### src/hw/acs_regs.svh
// Register map, field positions and timing counts of the conversion
// sequencer. Assumes inclusion by the sequencer and formatter modules.
//
// Overview of operation
// - Single conversion: 2+13.5 converter clocks plus 4 system clocks.
// - Samples per trigger come from the sample-count field.
// - Busy command bit stays set across every sample until formatted.
// - n samples: 2 clocks once, then per sample 15.5 ADC plus 2 clocks.
// - Continuous mode restarts a conversion right after each one ends.
// - Continuous mode sets ready flag and pulses event every conversion.
// - Continuous mode restarts also accumulate the configured sample count.
// - Sampling lasts 2 plus delay field plus length field ADC clocks.
// - Each sample adds delay and length fields to its 15.5 ADC clocks.
// - After enable, sampling waits the programmed initialization delay.
// - Single-ended results unsigned: 0..4095 at 12 bit, 0..1023 at 10.
// - Differential results two's complement, sign extended to 16 bits when right adjusted.
// - Right adjust by default; left adjust puts MSbs in high byte.
// - Single-ended 12-bit saturates to 0xFFF above and 0x000 below.
// - Differential 12-bit saturates to 2047 and -2048.
// - Above 16 samples, sum LSbs are dropped to fit 16 bits.
// - Sums of 1..8 samples are 12..15 bits at 12 bit, 10..13 at 10 bit, zero-filled, except sign-filled when differential and right adjusted.
// - Accumulator clears to zero when a new conversion starts.
// - Start bit or trigger edge starts after one clock; prescaler idle.
// - 16 samples store full sum; 32..128 store truncated sum at 12 bit, only 128 at 10 bit.
`ifndef ACS_REGS_SVH
`define ACS_REGS_SVH

// ==========================================================
// Register offsets
`define ACS_OFS_CTRL_FIRST 8'h00
`define ACS_OFS_CTRL_SECOND 8'h04
`define ACS_OFS_CTRL_THIRD 8'h08
`define ACS_OFS_CTRL_FOURTH 8'h0C
`define ACS_OFS_SAMP_CTRL 8'h10
`define ACS_OFS_COMMAND 8'h14
`define ACS_OFS_EVENT_CTRL 8'h18
`define ACS_OFS_FLAGS 8'h1C
`define ACS_OFS_RESULT 8'h20

// ==========================================================
// Field positions
`define ACS_BIT_ENABLE 0
`define ACS_BIT_FREERUN 1
`define ACS_BIT_LEFT_ADJUST_BIT 2
`define ACS_BIT_DIFF 3
`define ACS_BIT_RES10 4
`define ACS_BIT_START 0
`define ACS_BIT_STARTEI 0
`define ACS_BIT_RESULT_READY_FLAG 0
`define ACS_FLD_SAMPLE_COUNT_FIELD 2:0
`define ACS_FLD_PRESC 7:0
`define ACS_FLD_INITIALIZATION_DELAY_FIELD 7:0
`define ACS_FLD_SAMPLING_DELAY_FIELD 11:8
`define ACS_FLD_SAMPLE_LENGTH_FIELD 7:0

// ==========================================================
// Reset values
`define ACS_RST_CTRL 5'h00
`define ACS_RST_SAMPLE_COUNT_FIELD 3'h0
`define ACS_RST_BYTE 8'h00
`define ACS_RST_NIBBLE 4'h0
`define ACS_RST_RESULT 16'h0000

// ==========================================================
// Timing counts (system clocks, converter clocks or half periods), full-sum sample log
`define ACS_START_CYCLES 2'h2
`define ACS_FMT_CYCLES 2'h2
`define ACS_SAMPLE_BASE 10'h002
`define ACS_CONV_HALVES 10'h01B
`define ACS_FULL_SUM_LOG 3'h4

// ==========================================================
// Result format
`define ACS_RES_W 16
`define ACS_SAT_SE_HI 12'hFFF
`define ACS_SAT_SE_LO 12'h000
`define ACS_SAT_DF_HI 12'h7FF
`define ACS_SAT_DF_LO 12'h800
`define ACS_CODE_W12 5'h0C
`define ACS_CODE_W10 5'h0A
`define ACS_TEN_BIT_DROP 2

`endif

### src/hw/acs_pkg.sv
// Types shared by the conversion sequencer modules.
// Assumes the register header is on the include path.
package acs_pkg;
    typedef enum logic [2:0] {
        ACS_IDLE = 3'h0,
        ACS_START = 3'h1,
        ACS_INIT = 3'h3,
        ACS_SAMPLE = 3'h2,
        ACS_CONV = 3'h6,
        ACS_FMT = 3'h7
    } acs_state_e;
    typedef logic signed [19:0] acs_acc_t;
endpackage

### src/hw/acs_sequencer.sv
// Conversion sequencer with APB register file and result formatting.
// Assumes an analog core that samples while anaSample is high, converts
// while anaConvert is high and still presents its code one clock after anaConvert falls.
`timescale 1ns/1ps
`default_nettype none
`include "acs_regs.svh"
module acs_sequencer
    import acs_pkg::*;
(
    input wire logic clk_sys, // System clock, 200 MHz
    input wire logic rst, // Async reset, high
    input wire logic ce, // Clock enable
    input wire logic psel, // APB select
    input wire logic penable, // APB enable
    input wire logic pwrite, // APB direction
    input wire logic [7:0] paddr, // APB byte address
    input wire logic [31:0] pwdata, // APB write data
    output logic [31:0] prdata, // APB read data
    output logic pready, // APB ready
    output logic pslverr, // APB error
    input wire logic startEvt, // Start event, asynchronous
    output logic resultReadyEvt, // Result ready event pulse
    output logic anaClkAdc, // Converter clock
    output logic anaSample, // Sample-and-hold active
    output logic anaConvert, // Conversion active
    input wire logic [11:0] anaData, // Core code at end of conversion
    input wire logic anaHigh, // Input above reference
    input wire logic anaLow // Input below negative limit
);
    // ==========================================================
    // Registers
    logic [4:0] ctrlFirst;
    logic [2:0] sampleCountField;
    logic [7:0] prescField;
    logic [7:0] initDelayField;
    logic [3:0] samplingDelayField;
    logic [7:0] sampleLengthField;
    logic startEventEnable;
    logic resultReadyFlag;
    logic [15:0] conversionResult;

    acs_state_e state;
    logic [1:0] stepCnt;
    logic [7:0] presCnt;
    logic [9:0] phaseCnt;
    logic [7:0] sampleIdx;
    logic initDone;
    logic enablePrev;
    acs_acc_t acc;
    logic evtSync;
    logic evtPrev;

    logic enable, freeRun, left_adjust_bit, diffMode, res10;
    logic wrAcc, rdSetup, addrOk, startWr, clearWr, trigger;
    logic halfTick, phaseEnd, busy, done, lastSample;
    logic [9:0] sampTarget;
    logic [9:0] initTarget;
    logic [7:0] sampleTotal;
    logic signed [12:0] sampleVal;
    logic [11:0] satCode;
    logic [15:0] fmtResult;

    assign enable = ctrlFirst[`ACS_BIT_ENABLE];
    assign freeRun = ctrlFirst[`ACS_BIT_FREERUN];
    assign left_adjust_bit = ctrlFirst[`ACS_BIT_LEFT_ADJUST_BIT];
    assign diffMode = ctrlFirst[`ACS_BIT_DIFF];
    assign res10 = ctrlFirst[`ACS_BIT_RES10];

    // ==========================================================
    // APB slave
    always_comb begin
        unique case (paddr)
            `ACS_OFS_CTRL_FIRST, `ACS_OFS_CTRL_SECOND, `ACS_OFS_CTRL_THIRD,
            `ACS_OFS_CTRL_FOURTH, `ACS_OFS_SAMP_CTRL, `ACS_OFS_COMMAND,
            `ACS_OFS_EVENT_CTRL, `ACS_OFS_FLAGS,
            `ACS_OFS_RESULT: addrOk = 1'b1;
            default: addrOk = 1'b0;
        endcase
    end

    assign pready = 1'b1;
    assign pslverr = psel && penable && !addrOk;
    assign wrAcc = psel && penable && pwrite && addrOk && ce;
    assign rdSetup = psel && !penable && !pwrite;
    assign startWr = wrAcc && paddr == `ACS_OFS_COMMAND
        && pwdata[`ACS_BIT_START];
    assign clearWr = wrAcc && paddr == `ACS_OFS_FLAGS
        && pwdata[`ACS_BIT_RESULT_READY_FLAG];

    always_ff @(posedge clk_sys or posedge rst) begin
        if (rst) begin
            ctrlFirst <= `ACS_RST_CTRL;
            sampleCountField <= `ACS_RST_SAMPLE_COUNT_FIELD;
            prescField <= `ACS_RST_BYTE;
            initDelayField <= `ACS_RST_BYTE;
            samplingDelayField <= `ACS_RST_NIBBLE;
            sampleLengthField <= `ACS_RST_BYTE;
            startEventEnable <= 1'b0;
        end else if (wrAcc) begin
            unique case (paddr)
                `ACS_OFS_CTRL_FIRST: ctrlFirst <= pwdata[4:0];
                `ACS_OFS_CTRL_SECOND:
                    sampleCountField <= pwdata[`ACS_FLD_SAMPLE_COUNT_FIELD];
                `ACS_OFS_CTRL_THIRD: prescField <= pwdata[`ACS_FLD_PRESC];
                `ACS_OFS_CTRL_FOURTH: begin
                    initDelayField <= pwdata[`ACS_FLD_INITIALIZATION_DELAY_FIELD];
                    samplingDelayField <= pwdata[`ACS_FLD_SAMPLING_DELAY_FIELD];
                end
                `ACS_OFS_SAMP_CTRL:
                    sampleLengthField <= pwdata[`ACS_FLD_SAMPLE_LENGTH_FIELD];
                `ACS_OFS_EVENT_CTRL:
                    startEventEnable <= pwdata[`ACS_BIT_STARTEI];
                default: ;
            endcase
        end
    end

    always_ff @(posedge clk_sys or posedge rst) begin
        if (rst) begin
            prdata <= 32'h00000000;
        end else if (ce && rdSetup) begin
            unique case (paddr)
                `ACS_OFS_CTRL_FIRST: prdata <= {27'h0, ctrlFirst};
                `ACS_OFS_CTRL_SECOND: prdata <= {29'h0, sampleCountField};
                `ACS_OFS_CTRL_THIRD: prdata <= {24'h0, prescField};
                `ACS_OFS_CTRL_FOURTH:
                    prdata <= {20'h0, samplingDelayField, initDelayField};
                `ACS_OFS_SAMP_CTRL: prdata <= {24'h0, sampleLengthField};
                `ACS_OFS_COMMAND: prdata <= {31'h0, busy};
                `ACS_OFS_EVENT_CTRL: prdata <= {31'h0, startEventEnable};
                `ACS_OFS_FLAGS: prdata <= {31'h0, resultReadyFlag};
                `ACS_OFS_RESULT: prdata <= {16'h0, conversionResult};
                default: prdata <= 32'h00000000;
            endcase
        end
    end

    // ==========================================================
    // Start event edge detect
    acs_sync2 u_evt_sync (
        .clk_sys(clk_sys),
        .rst(rst),
        .ce(ce),
        .din(startEvt),
        .dout(evtSync)
    );

    always_ff @(posedge clk_sys or posedge rst) begin
        if (rst) begin
            evtPrev <= 1'b0;
        end else if (ce) begin
            evtPrev <= evtSync;
        end
    end

    assign trigger = enable && (startWr
        || (startEventEnable && evtSync && !evtPrev));

    // ==========================================================
    // Converter clock prescaler and phase counter
    assign busy = state != ACS_IDLE;
    assign halfTick = presCnt == prescField;
    // sample phase stretched by delay and length fields
    assign sampTarget = (`ACS_SAMPLE_BASE + 10'(samplingDelayField)
        + 10'(sampleLengthField)) << 1;
    assign initTarget = {1'b0, initDelayField, 1'b0};
    assign sampleTotal = 8'h01 << sampleCountField;
    assign lastSample = sampleIdx == sampleTotal - 8'h01;
    assign phaseEnd = halfTick && phaseCnt == (state == ACS_SAMPLE
        ? sampTarget : state == ACS_CONV ? `ACS_CONV_HALVES
        : initTarget) - 10'h001;
    assign done = state == ACS_FMT && stepCnt == `ACS_FMT_CYCLES - 2'h1
        && lastSample;

    // prescaler held in reset outside a timed phase
    always_ff @(posedge clk_sys or posedge rst) begin
        if (rst) begin
            presCnt <= 8'h00;
            phaseCnt <= 10'h000;
            anaClkAdc <= 1'b0;
        end else if (ce) begin
            if (state == ACS_SAMPLE || state == ACS_CONV
                || state == ACS_INIT) begin
                presCnt <= halfTick ? 8'h00 : presCnt + 8'h01;
                if (halfTick) begin
                    phaseCnt <= phaseEnd ? 10'h000 : phaseCnt + 10'h001;
                    anaClkAdc <= !anaClkAdc;
                end
            end else begin
                presCnt <= 8'h00;
                phaseCnt <= 10'h000;
                anaClkAdc <= 1'b0;
            end
        end
    end

    // ==========================================================
    // Sequencer
    always_ff @(posedge clk_sys or posedge rst) begin
        if (rst) begin
            state <= ACS_IDLE;
            stepCnt <= 2'h0;
            sampleIdx <= 8'h00;
        end else if (ce) begin
            if (!enable) begin
                state <= ACS_IDLE;
            end else begin
                unique case (state)
                    ACS_IDLE: if (trigger) begin
                        state <= ACS_START;
                        stepCnt <= 2'h0;
                    end
                    ACS_START: begin
                        stepCnt <= stepCnt + 2'h1;
                        sampleIdx <= 8'h00;
                        if (stepCnt == `ACS_START_CYCLES - 2'h1) begin
                            stepCnt <= 2'h0;
                            state <= (initDone || initTarget == 10'h000)
                                ? ACS_SAMPLE : ACS_INIT;
                        end
                    end
                    ACS_INIT: if (phaseEnd) state <= ACS_SAMPLE;
                    ACS_SAMPLE: if (phaseEnd) state <= ACS_CONV;
                    ACS_CONV: if (phaseEnd) state <= ACS_FMT;
                    ACS_FMT: begin
                        stepCnt <= stepCnt + 2'h1;
                        if (stepCnt == `ACS_FMT_CYCLES - 2'h1) begin
                            stepCnt <= 2'h0;
                            sampleIdx <= sampleIdx + 8'h01;
                            // loop until every sample is done
                            if (!lastSample) begin
                                state <= ACS_SAMPLE;
                            end else if (freeRun) begin
                                state <= ACS_START;
                            end else begin
                                state <= ACS_IDLE;
                            end
                        end
                    end
                    default: state <= ACS_IDLE;
                endcase
            end
        end
    end

    always_ff @(posedge clk_sys or posedge rst) begin
        if (rst) begin
            initDone <= 1'b0;
            enablePrev <= 1'b0;
        end else if (ce) begin
            enablePrev <= enable;
            if (enable && !enablePrev) begin
                initDone <= 1'b0;
            end else if (state == ACS_INIT && phaseEnd) begin
                initDone <= 1'b1;
            end
        end
    end

    assign anaSample = state == ACS_SAMPLE;
    assign anaConvert = state == ACS_CONV;

    // ==========================================================
    // Sample capture and accumulation
    always_comb begin
        satCode = anaData;
        if (anaHigh) begin
            satCode = diffMode ? `ACS_SAT_DF_HI : `ACS_SAT_SE_HI;
        end else if (anaLow) begin
            satCode = diffMode ? `ACS_SAT_DF_LO : `ACS_SAT_SE_LO;
        end
        sampleVal = diffMode ? {satCode[11], satCode}
            : {1'b0, satCode};
        if (res10) begin
            sampleVal = sampleVal >>> `ACS_TEN_BIT_DROP;
        end
    end

    always_ff @(posedge clk_sys or posedge rst) begin
        if (rst) begin
            acc <= 20'sh00000;
        end else if (ce) begin
            // sum cleared at each start, kept clear while idle
            if (state == ACS_START || state == ACS_IDLE) begin
                acc <= 20'sh00000;
            end else if (state == ACS_FMT && stepCnt == 2'h0) begin
                acc <= acc + 20'(sampleVal);
            end
        end
    end

    acs_formatter u_fmt (
        .clk_sys(clk_sys),
        .rst(rst),
        .acc(acc),
        .sampLog(sampleCountField),
        .res10(res10),
        .diffMode(diffMode),
        .left_adjust_bit(left_adjust_bit),
        .result(fmtResult)
    );

    // result and flag change on done; busy drops then too unless continuous mode restarts
    always_ff @(posedge clk_sys or posedge rst) begin
        if (rst) begin
            conversionResult <= `ACS_RST_RESULT;
            resultReadyFlag <= 1'b0;
            resultReadyEvt <= 1'b0;
        end else if (ce) begin
            resultReadyEvt <= done;
            if (done) begin
                conversionResult <= fmtResult;
            end
            // flag set wins over a clear
            if (done) begin
                resultReadyFlag <= 1'b1;
            end else if (clearWr) begin
                resultReadyFlag <= 1'b0;
            end
        end
    end
endmodule
`default_nettype wire

### src/hw/acs_sync2.sv
// Two-stage synchroniser for one asynchronous level.
// Assumes clock enable gating like the rest of the block.
`timescale 1ns/1ps
`default_nettype none
module acs_sync2 (
    input wire logic clk_sys, // System clock
    input wire logic rst, // Async reset, high
    input wire logic ce, // Clock enable
    input wire logic din, // Asynchronous level
    output logic dout // Synchronised level
);
    logic stage1;

    always_ff @(posedge clk_sys or posedge rst) begin
        if (rst) begin
            stage1 <= 1'b0;
            dout <= 1'b0;
        end else if (ce) begin
            stage1 <= din;
            dout <= stage1;
        end
    end
endmodule
`default_nettype wire

### src/hw/acs_formatter.sv
// Turns the accumulated sum into the 16-bit result word.
// Assumes the sum is sign extended for differential mode.
`timescale 1ns/1ps
`default_nettype none
`include "acs_regs.svh"
module acs_formatter
    import acs_pkg::*;
(
    input wire logic clk_sys, // Clock for checks only
    input wire logic rst, // Reset for checks only
    input wire acs_acc_t acc, // Accumulated sum
    input wire logic [2:0] sampLog, // Log2 of sample count
    input wire logic res10, // 10-bit resolution
    input wire logic diffMode, // Differential mode
    input wire logic left_adjust_bit, // Left adjust
    output logic [15:0] result // Formatted word
);
    logic [4:0] width;
    logic [4:0] shiftAmt;
    acs_acc_t shifted;

    always_comb begin
        width = (res10 ? `ACS_CODE_W10 : `ACS_CODE_W12) + 5'(sampLog);
        shiftAmt = 5'h00;
        shifted = acc;
        // drop LSbs when over 16 samples and the sum is wider than 16 bits
        if (sampLog > `ACS_FULL_SUM_LOG) begin
            if (width > 5'(`ACS_RES_W)) begin
                shiftAmt = width - 5'(`ACS_RES_W);
            end
            shifted = acc >>> shiftAmt;
        // left adjust fills the low bits with zeros
        end else if (left_adjust_bit) begin
            shiftAmt = 5'(`ACS_RES_W) - width;
            shifted = acc <<< shiftAmt;
        end
        // sign bits come from the extended sum
        result = shifted[15:0];
    end
endmodule
`default_nettype wire

### config.mk
export PLATFORM = sky130hd
export DESIGN_NAME = acs_sequencer
export DESIGN_NICKNAME = d
export VERILOG_FILES = /design/src/hw/acs_pkg.sv /design/src/hw/acs_sequencer.sv /design/src/hw/acs_sync2.sv /design/src/hw/acs_formatter.sv
export VERILOG_INCLUDE_DIRS = /design/src /design/src/hw
export SDC_FILE = /design/constraint.sdc
export NUM_CORES = 1
export LEC_CHECK = 0
export ABC_AREA = 0
export BUFFER_PORTS_ARGS = -buffer_cell sky130_fd_sc_hd__buf_2
export CORE_ASPECT_RATIO = 0.5
export CORE_MARGIN = 2
export CORE_UTILIZATION = 42
export DETAILED_ROUTE_END_ITERATION = 6
export SLEW_MARGIN = 15
export SYNTH_ARGS = -nofsm -noshare
export SYNTH_HDL_FRONTEND = slang
export SYNTH_HIERARCHICAL = 1
export SYNTH_SLANG_ARGS = --single-unit
### constraint.sdc
create_clock -name clk_sys -period 4.6 [get_ports clk_sys]
set_input_delay 1.38 -clock clk_sys [delete_from_list [all_inputs] [get_ports clk_sys]]
set_output_delay 1.38 -clock clk_sys [all_outputs]
set_load 0.01 [all_outputs]
==> impl_metrics.tcl <==
set metrics [dict create \
    wl_per_cell_um 19.3 \
    synth_edf_count 0 \
    htree_levels 4 \
    final.min_clock_period_ns 4.15 \
    ys_types 83 \
    fin_nets 1213 \
    routed_wl_um 27700 \
    cp_max_fo 16 \
    start_util_pct 43.1 \
    setup_violations 0 \
    cts.hold.buffers_added 0 \
    cts_setup_buffers 0 \
    grt_max_degree 124 \
    antenna_found_initial 0 \
    finalSetupTns_ns 0 \
    via_per_inst 5.94 \
    gr-total-overflow 0 \
    cts-root-buf "clkbuf_16" \
    reg2reg_from "samplingDelayField[1]" \
    hold_path_class "flop to flop" \
    drt_iter0_drc 729 \
    crit_buf_inv 2 \
    slew_viol_final 0 \
    outcome "complete, but fails checks" \
    gp_routability_congestion 0.900 \
    area_growth_pct 11.1 \
    worstMarginPinSlew_ns 0.668 \
    pre_cts_ws_ns 0.292 \
    ir_drop_mv 0.275 \
    grt_pass1_wl_um 45200 \
    dr.pass1.iters 7 \
    slowest_stage "a2111o_1" \
    period_share_pct 90.3 \
    antenna_left 0 \
    post-route-drc-count 1 \
    regToRegSetupSlack_ns 0.45 \
    ios 99 \
    maxCapViolCount 0 \
    slew_headroom_pct 55.4 \
    yosysTopAreaCell "dfrtp_1" \
    tritoncts "yes" \
    route.met2.wl_um 12700 \
    crit_path_end_kind "flop" \
    die_h_um 113 \
    post_cts_resized 0 \
    violations "DRC" \
    wl_met1_um 13100 \
    synthArstFlopShare_pct 100 \
    hp-start "resultReadyEvt" \
    critPathKind "flop to flop" \
    grt_pass1_vias 8265 \
    rows 39 \
    grtUsageTotal_pct 22.9 \
    syn_area_um2 9940 \
    hold_ws_ns 0.476 \
    crit_chain "inv_1 > ha_1 > inv_1 > ha_1 > fa_1 > a211o_1 > and3_1 > o41ai_4 > o311ai_0 > a2111o_1 > o211ai_2 > a21o_2 > o21ai_0 > mux2_2" \
    ys_seq_elements 128 \
    startpoint "samplingDelayField[1]" \
    coreArea_um2 23000 \
    routed.top_layer "met4" \
    drive_above_1_share_pct 20.1 \
    die_x_um 222 \
    start_kind "flop" \
    cts_buffers 17 \
    portBuffers 61 \
    worst_slack_ns 0.447 \
    cellLeakagePower_nw 5.07 \
    grt_setup_unrepaired "false" \
    fillers 2185 \
    skew_ns 0.0143 \
    yosysTopAreaCellShare_pct 32.2 \
    max_freq_mhz 241 \
    place_hpwl_um 20700 \
    finalHoldViolations 0 \
    die_area_um2 25000 \
    yosys_warnings 6 \
    crit_family "compound AO/OA/AOI/OAI gates" \
    cp.required_ns 4.92 \
    wl_met3_um 1460 \
    clk_path_buf_depth 2 \
    total_power_mw 2.64 \
    synth_common_cells "128 x dfrtp_1, 84 x nand2_1, 75 x nor2_1" \
    worstPathArrival_ns 4.48 \
    clock-sinks 128 \
    cellPowerDensity_nw_per_um2 239 \
    yosysMostFrequentCell "dfrtp_1" \
    diodes 0 \
    via_count 8520 \
    ys_seq_area_share_pct 32.2 \
    critPathMaxStageDelay_ns 0.47 \
    clk_latency_ns 0.44 \
    synthFlopType "dfrtp_1" \
    avgSynthCellArea_um2 9.29 \
    syn_inst 1070 \
    clk_transition_reported_paths_ns 0.06 \
    synth.top_cells.by_area "dfrtp_1 32%, mux2_2 8.3%, ha_1 4.3%" \
]
-- cell usage in the layout, fill, tap and decap left out, types with 20 or more instances in the layout --
| cell | n |
|---|---|
| buf_2 | 61 |
| nor2_1 | 75 |
| mux2i_1 | 41 |
| a21o_1 | 20 |
| ha_1 | 34 |
| nand2_1 | 84 |
| a21oi_1 | 49 |
| mux2_2 | 73 |
| buf_4 | 21 |
| dfrtp_1 | 127 |
| o21ai_0 | 63 |
| inv_1 | 43 |
| xnor2_1 | 35 |
| nand3_1 | 40 |
-- power by group --
group          leakage [nW]  internal (mW)  switching [mW]
clock                 0.261          0.752           0.537
combinational          3.05         0.0649           0.116
sequential             1.76           1.15          0.0167
-- worst paths after layout --
path | to | depth (start not counted)
setup / recovery | phaseCnt[5] | 14
hold / removal | resultReadyEvt | 1
setup reg to reg | phaseCnt[5] | 14
hold reg to reg | resultReadyEvt | 1
max in group asynchronous | sampleCountField[0] | 3
min in group asynchronous | u_evt_sync/stage1 | 2
-- metrics by stage --
step	instances	util, %	cell area (µm²)
after CTS	1434	47.9	11000
final	1434	47.9	11000
after global placement	1403	45.5	10500
after global routing	1434	47.9	11000
after floorplan	1085	-	10000
after detailed placement	1403	45.5	10500
-- sequential cells by signal, indices dropped and copies added, names as in the netlist --
name and flops:
acc 20, anaClkAdc 1, conversionResult 16, ctrlFirst 5
enablePrev 1, evtPrev 1, initDelayField 8, initDone 1
phaseCnt 10, prdata 16, presCnt 8, prescField 8
resultReadyEvt 1, resultReadyFlag 1, sampleCountField 3, sampleIdx 8
sampleLengthField 8, samplingDelayField 4, startEventEnable 1, state 3
stepCnt 2, u_evt_sync/dout 1, u_evt_sync/stage1 1
-- routing by layer --
metal	up-vias	track usage, %
met1	4187	31.8
met2	246	36.4
met5	-	0
li1	4051	-
met4	0	6.49
met3	36	4.83
-- area by class of cell --
cell class / count / area, µm² / area share, %
inverter: 46 / 176 / 1.60
sequential: 128 / 3200 / 29.0
clock buffer: 18 / 439 / 3.98
clock inverter: 13 / 116 / 1.05
tap: 307 / 384 / 3.48
timing repair buffer: 83 / 483 / 4.37
multi-input combinational: 839 / 6240 / 56.5
-- cell families after synthesis --
kind of cell	Yosys count	synth area share, %
AND/OR/NAND/NOR	316	16.0
AO/OA/AOI/OAI	284	19.8
multiplexers	132	16.4
flip-flops	128	32.2
buffers and inverters	118	5.60
XOR/XNOR	53	5.09
adder cells (fa/ha/maj)	37	4.89
other	2	0.0756
Note: power is estimated with default switching activity, not from simulation.
